===== src/rtl/spd_pkg.sv =====
package spd_pkg;
	// Clock and timing
	localparam int unsigned SYS_CLK_MHZ       = 250;
	localparam int unsigned DUMP_TIME_MS      = 500;
	localparam int unsigned DUMP_TIME_CYC     = DUMP_TIME_MS * 1000 * SYS_CLK_MHZ;
	// Serial command format
	localparam int unsigned CMD_ADDR_W        = 7;
	localparam logic [6:0]  REG_DUMP_TRIGGER  = 7'h28;
	localparam logic [6:0]  REG_SOFT_RESET    = 7'h3a;
	localparam logic [7:0]  DUMP_TRIGGER_VAL  = 8'h01;
	localparam logic [7:0]  SOFT_RESET_VAL    = 8'h5a;
	localparam logic [7:0]  ID_REG_VAL        = 8'h3c; // Arbitrary identity value
	localparam logic [6:0]  REG_ID            = 7'h00;
	// Frame geometry
	localparam int unsigned ARRAY_SIDE        = 19;
	localparam int unsigned PIXEL_COUNT       = ARRAY_SIDE * ARRAY_SIDE;
	localparam logic [8:0]  LAST_PIXEL        = 9'h168;
	localparam logic [6:0]  BURST_COUNT       = 7'h40;
	localparam logic [1:0]  FRAMES_PER_BURST  = 2'h3;
	localparam logic [1:0]  START_SYMS        = 2'h3;
	localparam logic [1:0]  NIBBLE_SYMS       = 2'h3;
	// Symbols, high-nibble pin in bit 1
	localparam logic [1:0]  SYM_START         = 2'h3;
	localparam logic [1:0]  SYM_BEGIN         = 2'h1;
	localparam logic [1:0]  SYM_END           = 2'h2;
	localparam logic [1:0]  SYM_FRAME_END     = 2'h0;
	// Buffer
	localparam int unsigned FIFO_DEPTH        = 32;
	localparam int unsigned PIX_W             = 8;

	typedef struct packed {
		logic [8:0] addr;
		logic [7:0] data;
	} spd_pixel_s;

	typedef enum logic [2:0] {
		SPD_IDLE, SPD_START, SPD_BEGIN, SPD_DATA, SPD_END, SPD_FEND, SPD_HOLD
	} spd_dump_e;
endpackage


===== src/rtl/spd_fifo.sv =====
`timescale 1ns/1ps
module spd_fifo #(
	parameter int unsigned WIDTH = 17,
	parameter int unsigned DEPTH = 32
) (
	input  wire logic             sys_clk,
	input  wire logic             rst_b,
	input  wire logic             clr,
	input  wire logic [WIDTH-1:0] in_data,
	input  wire logic             in_valid,
	output logic                  in_ready,
	output logic      [WIDTH-1:0] out_data,
	output logic                  out_valid,
	input  wire logic             out_ready
);
	localparam int unsigned AW = $clog2(DEPTH);
	logic [WIDTH-1:0] mem [DEPTH];
	logic [AW:0]      wp_r;
	logic [AW:0]      rp_r;
	logic             full;
	logic             empty;

	// Status from pointers
	assign full      = (wp_r[AW] != rp_r[AW]) && (wp_r[AW-1:0] == rp_r[AW-1:0]);
	assign empty     = (wp_r == rp_r);
	assign in_ready  = !full;
	assign out_valid = !empty;
	assign out_data  = mem[rp_r[AW-1:0]];

	// Storage write
	always_ff @(posedge sys_clk) begin
		if (in_valid && !full)
			mem[wp_r[AW-1:0]] <= in_data;
	end

	// Pointers
	always_ff @(posedge sys_clk or negedge rst_b) begin
		if (!rst_b) begin
			wp_r <= '0;
			rp_r <= '0;
		end else if (clr) begin
			wp_r <= '0;
			rp_r <= '0;
		end else begin
			if (in_valid && !full)
				wp_r <= wp_r + 1'b1;
			if (out_ready && !empty)
				rp_r <= rp_r + 1'b1;
		end
	end
endmodule


===== src/rtl/spd_port.sv =====
`timescale 1ns/1ps
module spd_port
	import spd_pkg::*;
#(
	parameter int unsigned DUMP_CYC = DUMP_TIME_CYC
) (
	input  wire logic                sys_clk,
	input  wire logic                rst_b,
	input  wire logic                sclk,
	input  wire logic                mosi,
	input  wire logic                cs_b,
	input  wire logic                dump_clk,
	output logic                     miso_out,
	output logic                     miso_oe,
	output logic                     evt_out,
	output logic                     evt_oe,
	output logic                     three_wire,
	input  wire logic                pix_wr,
	input  wire spd_pkg::spd_pixel_s pix_in,
	output logic                     pix_ready
);
	import spd_pkg::*;

	// Input synchronisers
	logic [1:0] sclk_s_r, mosi_s_r, cs_s_r, dclk_s_r;
	logic       sclk_d_r, dclk_d_r;
	always_ff @(posedge sys_clk or negedge rst_b) begin
		if (!rst_b) begin
			sclk_s_r <= 2'h3;  // Idle level of the serial clock
			mosi_s_r <= 2'h0;
			cs_s_r   <= 2'h3;
			dclk_s_r <= 2'h0;
			sclk_d_r <= 1'b1;  // No false edge after reset
			dclk_d_r <= 1'b0;
		end else begin
			sclk_s_r <= {sclk_s_r[0], sclk};
			mosi_s_r <= {mosi_s_r[0], mosi};
			cs_s_r   <= {cs_s_r[0], cs_b};
			dclk_s_r <= {dclk_s_r[0], dump_clk};
			sclk_d_r <= sclk_s_r[1];
			dclk_d_r <= dclk_s_r[1];
		end
	end

	logic cs_hi, sclk_rise, sclk_fall, dclk_fall;
	assign cs_hi     = cs_s_r[1];
	assign sclk_rise = !cs_hi && sclk_s_r[1] && !sclk_d_r;
	assign sclk_fall = !cs_hi && !sclk_s_r[1] && sclk_d_r;
	assign dclk_fall = !dclk_s_r[1] && dclk_d_r;

	// Serial shifter; select high clears its bit count and data phase
	logic [3:0] bit_cnt_r;
	logic [7:0] shift_r;
	logic [7:0] cmd_r;
	logic       in_data_r;
	logic [7:0] rd_r;
	logic       soft_rst_r, trig_r;
	always_ff @(posedge sys_clk or negedge rst_b) begin
		if (!rst_b) begin
			bit_cnt_r  <= 4'h0;
			shift_r    <= 8'h00;
			cmd_r      <= 8'h00;
			in_data_r  <= 1'b0;
			soft_rst_r <= 1'b0;
			trig_r     <= 1'b0;
		end else begin
			soft_rst_r <= 1'b0;
			trig_r     <= 1'b0;
			if (cs_hi) begin
				bit_cnt_r <= 4'h0;
				in_data_r <= 1'b0;
			end else if (sclk_rise) begin
				shift_r <= {shift_r[6:0], mosi_s_r[1]};
				if (bit_cnt_r == 4'h7) begin
					bit_cnt_r <= 4'h0;
					if (!in_data_r) begin
						cmd_r     <= {shift_r[6:0], mosi_s_r[1]};
						in_data_r <= 1'b1;
					end else begin
						in_data_r <= 1'b0;
						if (cmd_r[7] && cmd_r[6:0] == REG_SOFT_RESET
						    && {shift_r[6:0], mosi_s_r[1]} == SOFT_RESET_VAL)
							soft_rst_r <= 1'b1;
						if (cmd_r[7] && cmd_r[6:0] == REG_DUMP_TRIGGER
						    && {shift_r[6:0], mosi_s_r[1]} == DUMP_TRIGGER_VAL)
							trig_r <= 1'b1;
					end
				end else begin
					bit_cnt_r <= bit_cnt_r + 4'h1;
				end
			end
		end
	end

	// Read data: identity only, shifted out on falling edges
	logic       miso_r;
	always_ff @(posedge sys_clk or negedge rst_b) begin
		if (!rst_b) begin
			rd_r   <= 8'h00;
			miso_r <= 1'b0;
		end else if (sclk_rise && bit_cnt_r == 4'h7 && !in_data_r) begin
			rd_r <= ({shift_r[6:0], mosi_s_r[1]} == {1'b0, REG_ID})
			        ? ID_REG_VAL : 8'h00;
		end else if (sclk_fall && in_data_r && !cmd_r[7]) begin
			miso_r <= rd_r[7];
			rd_r   <= {rd_r[6:0], 1'b0};
		end
	end

	// Dump state and mode latch
	spd_dump_e  st_r;
	logic       dump_on_r;
	logic [31:0] time_r;
	logic [1:0] sym_r;
	logic [1:0] cnt_r;
	logic [1:0] frame_r;
	logic [6:0] burst_r;
	logic [8:0] addr_r;
	logic [7:0] pix_r;
	logic       rd_pix;
	spd_pixel_s fifo_q;
	logic       fifo_v;

	// Three-wire held from trigger until soft reset
	always_ff @(posedge sys_clk or negedge rst_b) begin
		if (!rst_b)
			dump_on_r <= 1'b0;
		else if (soft_rst_r)
			dump_on_r <= 1'b0;
		else if (trig_r)
			dump_on_r <= 1'b1;
	end
	assign three_wire = dump_on_r;

	// Dump duration counter
	always_ff @(posedge sys_clk or negedge rst_b) begin
		if (!rst_b)
			time_r <= 32'h0;
		else if (trig_r && !dump_on_r)
			time_r <= 32'(DUMP_CYC);
		else if (soft_rst_r)
			time_r <= 32'h0;
		else if (time_r != 32'h0)
			time_r <= time_r - 32'h1;
	end

	// Pixel buffer between image store and serialiser
	spd_fifo #(.WIDTH($bits(spd_pixel_s)), .DEPTH(FIFO_DEPTH)) u_fifo (
		.sys_clk   (sys_clk),
		.rst_b     (rst_b),
		.clr       (soft_rst_r),
		.in_data   (pix_in),
		.in_valid  (pix_wr),
		.in_ready  (pix_ready),
		.out_data  (fifo_q),
		.out_valid (fifo_v),
		.out_ready (rd_pix)
	);
	assign rd_pix = dclk_fall && st_r == SPD_BEGIN && fifo_v;

	// Symbol sequencer, one symbol per dump clock fall
	always_ff @(posedge sys_clk or negedge rst_b) begin
		if (!rst_b) begin
			st_r    <= SPD_IDLE;
			sym_r   <= SYM_FRAME_END;
			cnt_r   <= 2'h0;
			frame_r <= 2'h0;
			burst_r <= 7'h0;
			addr_r  <= 9'h0;
			pix_r   <= 8'h00;
		end else if (soft_rst_r || !dump_on_r) begin
			st_r  <= SPD_IDLE;
			sym_r <= SYM_FRAME_END;
		end else if (st_r == SPD_IDLE) begin
			st_r    <= (time_r != 32'h0) ? SPD_START : SPD_HOLD;
			cnt_r   <= 2'h0;
			frame_r <= 2'h0;
			burst_r <= 7'h0;
			addr_r  <= 9'h0;
		end else if (dclk_fall) begin
			unique case (st_r)
				SPD_START: begin
					sym_r <= SYM_START;
					cnt_r <= cnt_r + 2'h1;
					if (cnt_r == START_SYMS)
						st_r <= SPD_BEGIN;
				end
				SPD_BEGIN: begin
					// Wait for the pixel, previous symbol (start or end) held meanwhile
					if (fifo_v) begin
						sym_r <= SYM_BEGIN;
						pix_r <= fifo_q.data;
						st_r  <= SPD_DATA;
						cnt_r <= 2'h0;
					end
				end
				SPD_DATA: begin
					sym_r <= {pix_r[7 - cnt_r], pix_r[3 - cnt_r]};
					cnt_r <= cnt_r + 2'h1;
					if (cnt_r == NIBBLE_SYMS)
						st_r <= SPD_END;
				end
				SPD_END: begin
					sym_r <= SYM_END;
					if (addr_r == LAST_PIXEL) begin
						st_r <= SPD_FEND;
					end else begin
						addr_r <= addr_r + 9'h1;
						st_r   <= SPD_BEGIN;
					end
				end
				SPD_FEND: begin
					sym_r  <= SYM_FRAME_END;
					addr_r <= 9'h0;
					cnt_r  <= 2'h0;
					st_r   <= SPD_START;
					if (frame_r == FRAMES_PER_BURST - 2'h1) begin
						frame_r <= 2'h0;
						burst_r <= burst_r + 7'h1;
						if (burst_r == BURST_COUNT - 7'h1 || time_r == 32'h0)
							st_r <= SPD_HOLD;
					end else begin
						frame_r <= frame_r + 2'h1;
					end
				end
				SPD_HOLD: sym_r <= SYM_FRAME_END;
				default:  st_r  <= SPD_HOLD;
			endcase
		end
	end

	// Pin drive: dump owns both pins, else port rules apply
	assign miso_out = dump_on_r ? sym_r[1] : miso_r;
	assign evt_out  = dump_on_r ? sym_r[0] : 1'b0;
	assign miso_oe  = dump_on_r || (!cs_hi && in_data_r && !cmd_r[7]);
	assign evt_oe   = dump_on_r;

	// Frame start symbol lasts four dump clocks, or longer while no pixel is buffered
	a_start_len: assert property (@(posedge sys_clk) disable iff (!rst_b)
		(st_r == SPD_START && dclk_fall && cnt_r == START_SYMS && dump_on_r && !soft_rst_r)
		|=> sym_r == SYM_START && st_r == SPD_BEGIN)
		else $error("frame start symbol wrong");
	a_begin_sym: assert property (@(posedge sys_clk) disable iff (!rst_b)
		(st_r == SPD_BEGIN && dclk_fall && fifo_v && dump_on_r && !soft_rst_r)
		|=> sym_r == SYM_BEGIN && st_r == SPD_DATA)
		else $error("begin symbol missing");
	a_end_sym: assert property (@(posedge sys_clk) disable iff (!rst_b)
		(st_r == SPD_END && dclk_fall && dump_on_r && !soft_rst_r) |=> sym_r == SYM_END)
		else $error("end symbol missing");
	a_frame_end: assert property (@(posedge sys_clk) disable iff (!rst_b)
		(st_r == SPD_FEND && dclk_fall && dump_on_r && !soft_rst_r)
		|=> sym_r == SYM_FRAME_END && addr_r == 9'h0)
		else $error("frame end symbol missing");

	// Pixel address range and order
	a_addr_max: assert property (@(posedge sys_clk) disable iff (!rst_b)
		addr_r <= LAST_PIXEL)
		else $error("pixel address past array");
	a_addr_step: assert property (@(posedge sys_clk) disable iff (!rst_b)
		(st_r == SPD_END && dclk_fall && dump_on_r && !soft_rst_r && addr_r != LAST_PIXEL)
		|=> addr_r == $past(addr_r) + 9'h1)
		else $error("pixel address not ascending");

	// Serial port deselect behaviour
	a_tri_state: assert property (@(posedge sys_clk) disable iff (!rst_b)
		(cs_hi && !dump_on_r) |-> !miso_oe)
		else $error("output driven while deselected");
	a_cs_reset: assert property (@(posedge sys_clk) disable iff (!rst_b)
		cs_hi |=> bit_cnt_r == 4'h0 && !in_data_r)
		else $error("port not reset by deselect");

	// Mode latch and symbol pacing
	a_soft_rst: assert property (@(posedge sys_clk) disable iff (!rst_b)
		soft_rst_r |=> !three_wire ##1 st_r == SPD_IDLE)
		else $error("soft reset did not end dump");
	a_three_wire: assert property (@(posedge sys_clk) disable iff (!rst_b)
		(three_wire && !soft_rst_r) |=> three_wire)
		else $error("three-wire dropped without soft reset");
	a_burst_cap: assert property (@(posedge sys_clk) disable iff (!rst_b)
		burst_r <= BURST_COUNT && frame_r < FRAMES_PER_BURST)
		else $error("burst or frame count overrun");
	a_one_sym: assert property (@(posedge sys_clk) disable iff (!rst_b)
		(!dclk_fall && st_r != SPD_IDLE && dump_on_r && !soft_rst_r) |=> $stable(sym_r))
		else $error("symbol changed without dump clock");

	// Trigger loads the timer and starts the first frame
	a_trig_start: assert property (@(posedge sys_clk) disable iff (!rst_b)
		(trig_r && !dump_on_r && !soft_rst_r)
		|=> (three_wire && time_r == 32'(DUMP_CYC)) ##1 st_r == SPD_START)
		else $error("dump did not start on trigger");
	a_no_early_hold: assert property (@(posedge sys_clk) disable iff (!rst_b)
		(st_r == SPD_HOLD && time_r != 32'h0) |-> burst_r == BURST_COUNT)
		else $error("dump stopped before its time");

	// Pins held low once the bursts are over
	a_hold_low: assert property (@(posedge sys_clk) disable iff (!rst_b)
		(st_r == SPD_HOLD && dump_on_r) |-> sym_r == SYM_FRAME_END)
		else $error("pins not low after last burst");

	// Data phase runs its four symbols
	a_data_len: assert property (@(posedge sys_clk) disable iff (!rst_b)
		(st_r == SPD_DATA && dclk_fall && dump_on_r && !soft_rst_r && cnt_r != NIBBLE_SYMS)
		|=> st_r == SPD_DATA)
		else $error("data phase cut short");

	// Serial input sampled on rising, output moved on falling clock edges
	a_in_sample: assert property (@(posedge sys_clk) disable iff (!rst_b)
		!sclk_rise |=> $stable(shift_r))
		else $error("input shifted without rising edge");
	a_miso_fall: assert property (@(posedge sys_clk) disable iff (!rst_b)
		!sclk_fall |=> $stable(miso_r))
		else $error("read bit moved without falling edge");

	// Dump owns both pins while three-wire
	a_pins_owned: assert property (@(posedge sys_clk) disable iff (!rst_b)
		three_wire |-> miso_oe && evt_oe)
		else $error("dump pins not driven");
endmodule


===== config.mk =====
export PLATFORM = sky130hd
export DESIGN_NAME = spd_port
export DESIGN_NICKNAME = d
export VERILOG_FILES = /design/src/rtl/spd_pkg.sv /design/src/rtl/spd_fifo.sv /design/src/rtl/spd_port.sv
export SDC_FILE = /design/constraint.sdc
export NUM_CORES = 1
export LEC_CHECK = 0
export ABC_AREA = 1
export BUFFER_PORTS_ARGS = -buffer_cell sky130_fd_sc_hd__buf_2
export CAP_MARGIN = 5
export CORE_UTILIZATION = 70
export CTS_CLUSTER_DIAMETER = 80
export DETAILED_ROUTE_END_ITERATION = 6
export PLACE_DENSITY_LB_ADDON = 0.3
export SKIP_CTS_REPAIR_TIMING = 1
export SYNTH_ARGS = -nofsm -noshare
export SYNTH_HDL_FRONTEND = slang
export SYNTH_HIERARCHICAL = 1
export SYNTH_SLANG_ARGS = --single-unit

===== constraint.sdc =====
create_clock -name sys_clk -period 6.3 [get_ports sys_clk]
set_clock_uncertainty 0.2 [all_clocks]
set_input_delay 0.945 -clock sys_clk [delete_from_list [all_inputs] [get_ports sys_clk]]
set_output_delay 0.945 -clock sys_clk [all_outputs]
set_load 0.02 [all_outputs]

## After elaboration in Yosys (flattened, before gate mapping)

Memories as Yosys holds them, arrays and structs flattened. A register that Yosys moved wholly into a read port is not among the register bits.
Index checks and enable logic that the tools add are counted.

- Flip-flop bits (word level): 111
- Memory bits (writable): 544
- Input port bits: 24
- Output and inout port bits: 6
- Word-level logic and storage cells: 204
- Memories: 1

- $add $sub $neg: 10
- Order comparisons: 2
- Eq/ne operators: 26
- Muxes and demuxes: 69
- Bitwise operators: 6
- Reduce and logical (&&, ||, !) cells: 66

Memories:

| name | words | bits a word | rd ports | clocked after memory_dff | write ports | RTL line | source |
|---|---|---|---|---|---|---|---|
| u_fifo.mem | 32 | 17 | 1 | 1 | 1 | spd_fifo.sv:17 | `logic [WIDTH-1:0] mem [DEPTH];` |

Operator list:

| cell | count |
|---|---|
| $mux 32 | 3 |
| $lt 32x4->1 const B | 2 |
| $logic_not 32->1 | 1 |
| $reduce_bool 32->1 | 1 |
| $sub 32x1->32 const B | 1 |
| $mux 3 | 10 |
| $mux 6 | 5 |
| $mux 7 | 4 |
| $mux 9 | 3 |
| $mux 1 | 22 |
| $mux 2 | 11 |
| $eq 7x6->1 const B | 3 |
| $logic_and 1x1->1 | 21 |
| $reduce_and 4->1 | 5 |
| $reduce_bool 2->1 | 10 |
| $pmux 3 s6 | 1 |
| $pmux 9 s2 | 1 |
| $mux 8 | 2 |
| $add 6x1->6 const B | 2 |
| $mux 4 | 3 |
| $ne 3x3->1 const B | 4 |
| $ne 4x4->1 const B | 3 |
| $logic_not 1->1 | 10 |
| $pmux 2 s5 | 1 |
| other kinds (31) | 50 |

## Longest topological paths before layout

- Depth in word-level cells: 8
- Depth in mapped cells: 15
- Mapped depth without buffers: 15

## Hierarchy

Netlist, hierarchy kept.

Modules (own cells, without submodules):

| module | instances | cells an instance | area each (um2) |
|---|---|---|---|
| spd_fifo | 1 | 2007 | 23058.4 |
| spd_port | 1 | 662 | 5459.0 |

## Least setup slack after synthesis

OpenSTA, ideal clock, no wires.

- Path kind: in2reg
- Start point: input port pix_wr
- End point: memory u_fifo.mem[24][0], enable pin
- Library setup time: 413 ps
- Arrival time: 2459 ps
- Required time: 5687 ps
- Slack: 3228 ps
- Stages: 4
- Buffers on the path: 2
- Path through: nand2_4 > buf_12 > buf_12 > nor3_1

- Longest elaborated chain between the ends: 3

Ends and longest elaborated chain:

| what | RTL line | source |
|---|---|---|
| start: declaration | spd_port.sv:18 | `input wire logic pix_wr,` |
| $logic_and 1x1->1 | spd_fifo.sv:32 | `if (in_valid && !full)` |
| $mux 1 | spd_fifo.sv:32 |  |
| $mux 1 (not written as such) | spd_fifo.sv:33 | `mem[wp_r[AW-1:0]] <= in_data;` |
| end: declaration | spd_fifo.sv:17 |  |

No other way between the ends.

## Final worst setup path

- Start point: register u_fifo.rp_r[0]
- End point: output port pix_ready

- Longest elaborated chain between the ends: 3

Ends and longest elaborated chain:

| what | RTL line | source |
|---|---|---|
| start: declaration | spd_fifo.sv:19 | `logic [AW:0] rp_r;` |
| start signal: assignment | spd_fifo.sv:48 | `rp_r <= rp_r + 1'b1;` |
| $eq 5x5->1 | spd_fifo.sv:24 | `assign full = (wp_r[AW] != rp_r[AW]) && (wp_r[AW-1:0] == rp_r[AW-1:0]);` |
| $logic_and 1x1->1 | spd_fifo.sv:24 |  |
| $logic_not 1->1 | spd_fifo.sv:26 | `assign in_ready = !full;` |
| end: declaration | spd_port.sv:20 | `output logic pix_ready` |

No other way between the ends.

==> metrics list <==
* Bufs on Longest Clock Path: 3
- Share of the clock period used by the worst path: between 70 and 80%
- Antenna violations before repair: 0
- Finished Cell Area: approximately 18000 µm²
* Max Cap Violations: 0
* Sum of buffers and inverters on the critical path: 2
- Shortest clock period the worst path allows after layout: 4600 ps
* # port buffers: 20
- Global route total overflow: 0
* Final Hold Violating Endpoints: 0
- In the global route stage, overall resource usage came out at a little under a third.
- The clock tree synthesis step divided the H-tree into 2 levels.
* Global routing usage on met2: 48.6%
- The number of max-slew violations in the final report was 0.
- Endpoint class of the critical path: output pin
- Highest-count cells in the layout ignoring fill and taps: nand2_1 (524), nand3_1 (261), edfxtp_1 (256)
- Counting cells, the worst reg-to-reg path comes to 8.
- At the pin with the least slew margin, the transition time is ~1200 ps.
- Setup violations remaining at the end of the flow were counted as 0.
- Detailed-router iteration count before antenna repair: 7
- Maximum vdd ir drop: 0.444 mV
- The tightest min-delay check is of the reg -> reg type.
- Setup repair after global routing left no endpoint under its margin.
* Number of standard cells after synthesis: roughly 1800
- Number of DRC violations after detailed routing: 4
- Number of warnings issued by yosys: 6
- For the worst setup path, the data required time is ~5000 ps.
- In this design, the stage delay of the slowest critical-path cell is between 900 and 1000 ps.
- The floorplan has 57 rows.
* Slowest-stage cell, CP: clkinv_2
- Along the worst path, the maximum fanout reaches 68.
- Die Ht: between 150 and 200 µm
- Cells with a size suffix above 1 make up 8.85% of the layout.
- Counting the buffers created by CTS gives 38.
- Vias in the first global route: between 10000 and 15000
- Synthesis-to-layout area growth: 5.54%
- For this block, the routed nets add up to between 30000 and 40000 µm of wire.
- The wire-length estimate of the detail-placed layout is around 23000 µm.
- The flow ran to the end, but the final reports show violations.
* Violated checks: design-rule violations
- Leaving out fill and tap cells, the most frequent cell in the layout is nand2_1.
* Instance area after placement: about 17000 µm²
* Worst setup path category: reg -> out
- The floorplan step defined a core boundary enclosing roughly 24000 µm².
- Ratio of total power to cell area: around 290 nW/µm²
- Maximum number of pins on one net before global-route repair: 71
- The final layout contains between 1500 and 2000 nets.
- Cell family with most CP delay: buffers and inverters
- The number of nets handed over by synthesis was 1797.
* Setup tns final: 0 ps
- Combined area of all synthesized cells: 17300 µm²
* Wire length of the first global-routing pass: 60400 µm
* Logic depth of the worst path, buffers included: 6
* Worst Hold Path Cells: 0
- Violation count after the first detailed-route iteration: between 1000 and 1500
- Die Area: roughly 25000 µm²
- Data on the critical path arrives at its endpoint at 3450 ps.
- Weighted congestion reported at the end of routability-driven placement: between 0.9 and 1
* Chip Width: 159 µm
- Static Leakage: around 7.6 nW
- Post-Syn Area per Cell: just under 10 µm²
- The worst pin sits at a relative slew slack of around 16%.
- Clock slew at reported path FFs: 60 ps
- The final route contains ~12000 vias.
- I/O pin count: 30
- Initial Util: between 70% and 80%
- Cell chosen for the clock root: clkbuf_16
- The count of nets left with antenna violations once routing finished came out at 0.
- Met1 routing resource usage after global routing: a little over two fifths
* Most frequent CP cell: nand2_1
- Cells traversed along the worst timing path: clkinv_2, nand2_1, nand2_1, nor2_1, nand4_4, buf_2
- Via density per instance: about 6.0
* Later-pin clock latency in the skew report: 520 ps
* GRT busiest layer: met2
- For this design, the sink count on the clock tree is 373.
- Dividing the detail-routed wire length by the instance count gives 18.1 µm.
* TritonCTS clock tree: done
* Peak Freq: 217 MHz
* GRT met3 Usage: approximately 3.8%
- The worst setup path is launched from a flip-flop.
## stage by stage
stage	worst slack (ps)	utilization (%)	hold slack, ps	power [mW]	instances
floorplan	3860	-	131	3.06	1760
global placement	2290	70.3	134	3.18	1976
detailed placement	2280	70.3	136	3.19	1976
CTS	1730	75.1	155	5.30	2040
global route	1510	75.1	157	5.45	2041
finish	1700	75.2	152	5.28	2042
## path summary, 6_finish.rpt
path / to / slack (ps) / startpoint
worst max-delay path: pix_ready / 1700 / u_fifo/rp_r[0]
worst min-delay path: mosi_s_r[1] / 150 / mosi_s_r[0]
worst max register to register: u_fifo/mem[0][1] / 2280 / u_fifo/rp_r[0]
worst min register to register: mosi_s_r[1] / 150 / mosi_s_r[0]
max in group asynchronous: burst_r[6] / 4360 / rst_b
min in group asynchronous: frame_r[1] / 360 / rst_b
## worst reg2reg max path, delay by kind of cell (launching register included)
family                 cells  cell delay [ps]
flip-flops                 1              910
AND/OR/NAND/NOR            6             1420
buffers and inverters      2             1250
## registers in the layout, summed over array words and instances (netlist names), 2 cells and up
register / cells
addr_r: 9
cnt_r: 2
bit_cnt_r: 4
sclk_s_r: 2
shift_r: 7
u_fifo/wp_r: 6
burst_r: 7
time_r: 32
dclk_s_r: 2
u_fifo/rp_r: 6
frame_r: 2
rd_r: 6
cmd_r: 8
u_fifo/mem: 256
mosi_s_r: 2
st_r: 3
sym_r: 2
pix_r: 8
cs_s_r: 2
## routing by layer
metal  part of all wire (%)  wire (µm)  vias to the layer above
met1                     41      15300                     5898
li1                       -          -                     5771
met3                    8.5       3140                       85
met2                     48      17600                      566
met4                    2.7       1010                        0
met5                      0          0                        -
## area by class of cell
| cell class | count | area, µm² |
|---|---|---|
| antenna | 1 | 2.50 |
| clock buffer | 53 | 1070 |
| clock inverter | 11 | 103 |
| fill | 1620 | 6020 |
| inverter | 116 | 437 |
| multi-input combinational | 1137 | 5420 |
| sequential | 373 | 10600 |
| tap | 324 | 405 |
| timing repair buffer | 27 | 153 |
## report_power, final
| part | leakage, nW | switching (mW) | total, mW | internal, mW |
|---|---|---|---|---|
| sequential | 3.89 | 0.0646 | 2.80 | 2.74 |
| clock | 0.576 | 0.860 | 2.13 | 1.27 |
| combinational | 3.10 | 0.273 | 0.354 | 0.0810 |
Note: power is estimated with default switching activity, not from simulation.
